**src/inc/relay_pkg.sv**
```systemverilog
// Shared constants for the set/reset/toggle relay block.
package relay_pkg;
	typedef enum logic {
		reset_dominant,
		set_dominant
	} priority_t;

	typedef enum logic {
		variant_latch,
		variant_pulse
	} variant_t;

	localparam logic OUT_RESET_VAL = 1'b0;
	localparam logic RETAIN_OFF = 1'b0;
	localparam int SYNC_STAGES = 2;
endpackage

```
**src/hw/sync2.sv**
```systemverilog
// Two-stage synchroniser for a single level.
`timescale 1ns/1ps
`default_nettype none
module sync2 (
	// Clock and reset
	input wire logic clk_sys,
	input wire logic rst_int_n,
	// Data
	input wire logic d,
	output logic q
);
	logic meta_ff;
	logic q_ff;
	logic nxt_meta;
	logic nxt_q;

	// The first stage feeds only the second stage.
	always_comb begin
		nxt_meta = d;
		nxt_q = meta_ff;
	end

	always_ff @(posedge clk_sys or negedge rst_int_n) begin
		if (!rst_int_n) begin
			meta_ff <= 1'b0;
			q_ff <= 1'b0;
		end else begin
			meta_ff <= nxt_meta;
			q_ff <= nxt_q;
		end
	end

	assign q = q_ff;
endmodule
`default_nettype wire

```
**src/hw/relay_core.sv**
```systemverilog
// Bistable relay element: plain set/reset latch or trigger-toggled pulse relay.
`timescale 1ns/1ps
`default_nettype none
// Functional notes
// - Latch: with set and reset both low, the output holds its value.
// - Latch: set and reset together drive the output low.
// - Latch: set alone drives high, reset alone drives low.
// - Latch with retention restores the last output after power loss.
// - Pulse relay: each trigger rising edge inverts output when set, reset low.
// - Pulse relay: trigger ignored while set or reset is high.
// - Pulse relay: set forces the output high.
// - Pulse relay: reset forces the output low.
// - Pulse relay offers reset-dominant or set-dominant priority selection.
// - Pulse relay with retention keeps its output across power loss.
// - Pulse relay: set-dominant gives high on both inputs; reset-dominant gives low.
// - Without retention the pulse relay comes up with output cleared.
module relay_core
	import relay_pkg::*;
(
	// Clock and power-up reset
	input wire logic clk_sys,
	input wire logic rst_n,
	// Configuration
	input wire logic variant_pulse_sel,
	input wire logic prio_set_dominant,
	input wire logic retain_en,
	// Retained state presented by the backup store at power-up
	input wire logic retained_q,
	// Relay inputs from surrounding logic
	input wire logic set_in,
	input wire logic reset_in,
	input wire logic trig_in,
	// Output
	output logic q
);
	localparam logic [1:0] BOOT_CNT_RST = 2'(SYNC_STAGES);

	logic rst_meta_ff;
	logic rst_int_ff;
	logic nxt_rst_meta;
	logic nxt_rst_int;
	logic rst_int_n;
	logic set_s;
	logic reset_s;
	logic trig_s;
	logic cfg_pulse;
	logic cfg_setdom;
	logic cfg_retain;
	logic retained_s;
	logic trig_prev_ff;
	logic q_ff;
	logic load_pend_ff;
	logic [1:0] boot_cnt_ff;
	logic nxt_trig_prev;
	logic nxt_q;
	logic nxt_load_pend;
	logic [1:0] nxt_boot_cnt;
	logic trig_rise;
	logic boot_ready;
	logic load_now;
	logic latch_q;
	logic pulse_q;
	variant_t variant;
	priority_t prio;

	// Reset is released through two flip-flops.
	always_comb begin
		nxt_rst_meta = 1'b1;
		nxt_rst_int = rst_meta_ff;
	end

	always_ff @(posedge clk_sys or negedge rst_n) begin
		if (!rst_n) begin
			rst_meta_ff <= 1'b0;
			rst_int_ff <= 1'b0;
		end else begin
			rst_meta_ff <= nxt_rst_meta;
			rst_int_ff <= nxt_rst_int;
		end
	end
	assign rst_int_n = rst_int_ff;

	// Every input comes from outside this clock domain.
	sync2 u_sync_set (
		.clk_sys(clk_sys),
		.rst_int_n(rst_int_n),
		.d(set_in),
		.q(set_s)
	);
	sync2 u_sync_rst (
		.clk_sys(clk_sys),
		.rst_int_n(rst_int_n),
		.d(reset_in),
		.q(reset_s)
	);
	sync2 u_sync_trg (
		.clk_sys(clk_sys),
		.rst_int_n(rst_int_n),
		.d(trig_in),
		.q(trig_s)
	);
	sync2 u_sync_var (
		.clk_sys(clk_sys),
		.rst_int_n(rst_int_n),
		.d(variant_pulse_sel),
		.q(cfg_pulse)
	);
	sync2 u_sync_pri (
		.clk_sys(clk_sys),
		.rst_int_n(rst_int_n),
		.d(prio_set_dominant),
		.q(cfg_setdom)
	);
	sync2 u_sync_ret (
		.clk_sys(clk_sys),
		.rst_int_n(rst_int_n),
		.d(retain_en),
		.q(cfg_retain)
	);
	sync2 u_sync_rq (
		.clk_sys(clk_sys),
		.rst_int_n(rst_int_n),
		.d(retained_q),
		.q(retained_s)
	);

	assign variant = cfg_pulse ? variant_pulse : variant_latch;
	assign prio = cfg_setdom ? set_dominant : reset_dominant;

	// The synchronisers leave reset holding zeros, so the restore waits until the
	// straps and the backed-up value have crossed both stages; earlier inputs are lost.
	assign boot_ready = (boot_cnt_ff == 2'h0);
	assign load_now = load_pend_ff & boot_ready;

	always_comb begin
		nxt_boot_cnt = boot_cnt_ff;
		nxt_load_pend = load_pend_ff;
		if (!boot_ready) begin
			nxt_boot_cnt = boot_cnt_ff - 2'h1;
		end
		if (load_now) begin
			nxt_load_pend = 1'b0;
		end
	end

	always_ff @(posedge clk_sys or negedge rst_int_n) begin
		if (!rst_int_n) begin
			boot_cnt_ff <= BOOT_CNT_RST;
			load_pend_ff <= 1'b1;
		end else begin
			boot_cnt_ff <= nxt_boot_cnt;
			load_pend_ff <= nxt_load_pend;
		end
	end

	assign trig_rise = trig_s & ~trig_prev_ff;

	always_comb begin
		nxt_trig_prev = trig_s;
	end

	always_ff @(posedge clk_sys or negedge rst_int_n) begin
		if (!rst_int_n) begin
			trig_prev_ff <= 1'b1;
		end else begin
			trig_prev_ff <= nxt_trig_prev;
		end
	end

	// The plain latch lets reset win whatever the priority strap says.
	always_comb begin
		latch_q = q_ff;
		if (reset_s) begin
			latch_q = 1'b0;
		end else if (set_s) begin
			latch_q = 1'b1;
		end
	end

	// In the pulse relay set and reset mask the trigger completely.
	always_comb begin
		pulse_q = q_ff;
		if (set_s && reset_s) begin
			pulse_q = (prio == set_dominant);
		end else if (set_s) begin
			pulse_q = 1'b1;
		end else if (reset_s) begin
			pulse_q = 1'b0;
		end else if (trig_rise) begin
			pulse_q = ~q_ff;
		end
	end

	always_comb begin
		nxt_q = q_ff;
		if (load_now) begin
			// Straps settle through the synchronisers before the restore is taken.
			if (cfg_retain) begin
				nxt_q = retained_s;
			end else begin
				nxt_q = OUT_RESET_VAL;
			end
		end else if (!load_pend_ff) begin
			case (variant)
				variant_latch: begin
					nxt_q = latch_q;
				end
				variant_pulse: begin
					nxt_q = pulse_q;
				end
				default: begin
					nxt_q = q_ff;
				end
			endcase
		end
	end

	always_ff @(posedge clk_sys or negedge rst_int_n) begin
		if (!rst_int_n) begin
			q_ff <= OUT_RESET_VAL;
		end else begin
			q_ff <= nxt_q;
		end
	end

	assign q = q_ff;
endmodule
`default_nettype wire

```
**config.mk**
```make
export PLATFORM = sky130hd
export DESIGN_NAME = relay_core
export DESIGN_NICKNAME = d
export VERILOG_FILES = /design/src/inc/relay_pkg.sv /design/src/hw/sync2.sv /design/src/hw/relay_core.sv
export SDC_FILE = /design/constraint.sdc
export NUM_CORES = 1
export LEC_CHECK = 0
export BUFFER_PORTS_ARGS = -buffer_cell sky130_fd_sc_hd__buf_2
export CORE_UTILIZATION = 45
export DETAILED_ROUTE_END_ITERATION = 7
export PLACE_DENSITY = 0.63
export SYNTH_ARGS = -nofsm -noshare
export SYNTH_HDL_FRONTEND = slang
export SYNTH_SLANG_ARGS = --single-unit
```
**constraint.sdc**
```tcl
create_clock -name clk_sys -period 0.8 [get_ports clk_sys]
set_input_delay 0.16 -clock clk_sys [delete_from_list [all_inputs] [get_ports clk_sys]]
set_output_delay 0.16 -clock clk_sys [all_outputs]
set_load 0.01 [all_outputs]
```
==> run_results.csv <==
group,metric,value,unit
outcome,status,"finished, violations left",
outcome,violations,"setup timing",
worst_setup_path,rrSetupSlack,-0.50,ns
grt,gr-total-overflow,0,
placed_design,finalWeightedCongestion,0.6388,
drt,finalWirelength,954,microns
timing,fin_hold_ws,0.1722,ns
placed_design,port_buffers,9,
floorplanning,die_h,40.14,microns
worst_setup_path,rr_worst_depth,5,
clocking,clock_latency,0.29,ns
floorplanning,core,1334,sq um
grt,antenna_found_initial,0,
clocking,cts_buffers,3,
synth,yosysWarnings,0,
synth,ys_ff_latch,21,
worst_setup_path,cp-startpoint,"boot_cnt_ff[1]",
clocking,clkTransAtPathRegs,0.11,ns
finish,antenna_cells,0,
grt,grt_max_degree,20,
pwr,p_seq_frac,0.658,
clocking,root_buffer,"clkbuf_4",
worst_setup_path,crit_required,0.98,ns
finish,largest_reg_flops,2,
synth,ys_types,17,
timing,skew,0.004067,ns
synth,netlist_area,654.4,sq um
timing,min_period,1.300,ns
synth,avgSynthCellArea,17.22,sq um
grt,grt_pass1_wl,1.469,mm
pwr,vdd_drop_max,1111,uV
worst_setup_path,crit_arrival,1.48,ns
floorplanning,fp.dieW,40.14,microns
job,cap_violations,0,
clocking,htree_levels,1,
finish,layout_commonest_cell,"dfrtp_1",
worst_setup_path,slowest_delay,0.54,ns
finish,finalNetCount,78,
pwr,pwr-share-comb,0.067,
timing,hold_viol_final,0,
finish,syn_to_final_growth,39.01,%
finish,layout_common_cells,"dfrtp_1, buf_2, dlygate4sd3_1",
pwr,intPower,1368,uW
worst_setup_path,crit_buf_inv,1,
placed_design,dpl.hpwl,625.1,microns
finish,largest_register,"boot_cnt_ff",
worst_setup_path,end_kind,"flip-flop",
drt,drc,0,
timing,setup_violations,5,
pwr,clockPowerShare,0.276,
worst_setup_path,cp.depth,5,
hold_path,hold_class,"input pin to asynchronous set/reset pin",
pwr,p_leak,0.0004257,uW
worst_setup_path,critical_path_class,"flip-flop to flip-flop",
timing,max_freq,0.7690,GHz
timing,fin_ws,-0.5003,ns
worst_setup_path,worst_path_dominant_cell_family,"flip-flops",
drt,drt_pass1_iterations,3,
worst_setup_path,r2r_start,"boot_cnt_ff[1]",
grt,grt_pass1_vias,372,
finish,fillCellCount,90,
clocking,cts_tree,"done",
worst_setup_path,r2r_end,"q",
floorplanning,initial_core_util,0.4906,
synth,synthCells,38,
clocking,clockBufferDepth,2,
drt,routedWlPerCell,11.63,microns
finish,drive_gt1_frac,0.4328,
drt,num_vias,383,
grt,grt.total_usage,0.1487,
synth,syn_nets,48,
synth,seq_area_frac_synth,0.8088,
drt,drtAntennaViolNets,0,
worst_setup_path,startpoint_type,"flip-flop",
timing,grt_setup_unrepaired,"true",
pwr,powerDensity,1892,nW/um^2
clocking,clock_sinks,21,
floorplanning,io_pins,10,
placed_design,post-place-ws,-0.4950,ns
worst_setup_path,cpMaxStageDelayCell,"dfstp_2",
floorplanning,die_area,1611,sq um
timing,slew_viol_final,0,
worst_setup_path,critPathMaxFanout,4,
worst_setup_path,crit_path_cell_trace,"inv_2 -> ha_4 -> a211oi_2 -> a21oi_1 -> a2bb2oi_1",
pwr,power.switching,353.0,uW
drt,drt_iter0_markers,6,
worst_setup_path,cp-endpoint,"q",
pwr,switching_share,0.2051,
drt,avgViaCountPerCell,4.671,
floorplanning,core.rowCount,13,
timing,fin_crit_sh,1.625,
cell type report:
cell class	count	area [sq um]	area share
sequential	21	529.3	0.5818
timing repair buffer	25	188.9	0.2077
multi-input combinational	15	137.6	0.1513
clock buffer	3	22.52	0.02476
tap	15	18.77	0.02063
inverter	2	7.507	0.008253
clock inverter	1	5.005	0.005502
logic make-up (layout without fill, tap and decap cells):
| kind of cell | after synthesis | after routing | synth area share |
|---|---|---|---|
| multiplexers | 1 | 1 | 0.01530 |
| other | 1 | 1 | 0.005731 |
| AO/OA/AOI/OAI | 7 | 7 | 0.08605 |
| AND/OR/NAND/NOR | 4 | 4 | 0.04016 |
| buffers and inverters | 2 | 31 | 0.01148 |
| flip-flops | 21 | 21 | 0.8088 |
| XOR/XNOR | 1 | 1 | 0.01339 |
| adder cells (fa/ha/maj) | 1 | 1 | 0.01912 |
Yosys cell counts:
cell type,instances,area share
dfrtp_1,18,0.69
dfstp_2,3,0.12
a21oi_1,2,0.015
inv_1,2,0.011
a211oi_1,1,0.011
a211oi_2,1,0.019
a21bo_2,1,0.015
a2bb2oi_1,1,0.013
and4_1,1,0.013
conb_1,1,0.0057
ha_1,1,0.019
mux2i_1,1,0.015
nand2_1,1,0.0057
nand3b_1,1,0.011
nor2b_1,1,0.0096
o211ai_1,1,0.011
xnor2_1,1,0.013
power groups by stage:
stage / combinational [uW] / sequential [uW] / clock [uW]
2_1_floorplan: 23.6 / 1160 / 0
3_3_place_gp: 72.8 / 1150 / 0
3_5_place_dp: 76.7 / 1150 / 0
4_1_cts: 106 / 1130 / 499
5_1_grt: 127 / 1140 / 554
6_report: 115 / 1130 / 475
what timing repair did:
action                     in CTS  in global routing
pin swaps                       1                  0
gates cloned                    0                  0
hold endpoints to repair        9                  0
setup endpoints to repair       5                  5
setup buffers                   2                  1
hold buffers                    8                  0
gates resized for setup         2                  0
per-stage QoR:
step / cell area (sq um) / TNS [ns] / std cells / util / power [uW]
6_report: 909.6 / -1.878 / 82 / 0.6820 / 1721
5_1_grt: 909.6 / -2.103 / 82 / 0.6820 / 1819
4_1_cts: 902.1 / -1.893 / 81 / 0.6764 / 1738
3_5_place_dp: 768.2 / -1.403 / 67 / 0.5760 / 1230
3_3_place_gp: 768.2 / -1.256 / 67 / 0.5760 / 1224
2_1_floorplan: 666.9 / -0.8894 / 38 / - / 1187
layer usage:
layer	vias up	GRT usage	wire length [microns]
met3	0	0.05000	30
met4	0	0.05172	0
li1	185	-	-
met2	12	0.2500	510
met5	-	0	0
met1	186	0.1767	414
worst min path at each step:
| stage | from | end | slack (ns) | cells after the start |
|---|---|---|---|---|
| after floorplan | rst_n | nxt_rst_int | -0.14 | 0 |
| after global routing | rst_n | nxt_rst_int | 0.17 | 2 |
| after global placement | rst_n | nxt_rst_int | -0.06 | 1 |
| after CTS | rst_n | rst_int_ff | 0.15 | 2 |
| final | rst_n | nxt_rst_int | 0.17 | 2 |
| after detailed placement | rst_n | nxt_rst_int | -0.05 | 1 |
Power figures use the tool's default switching activity.
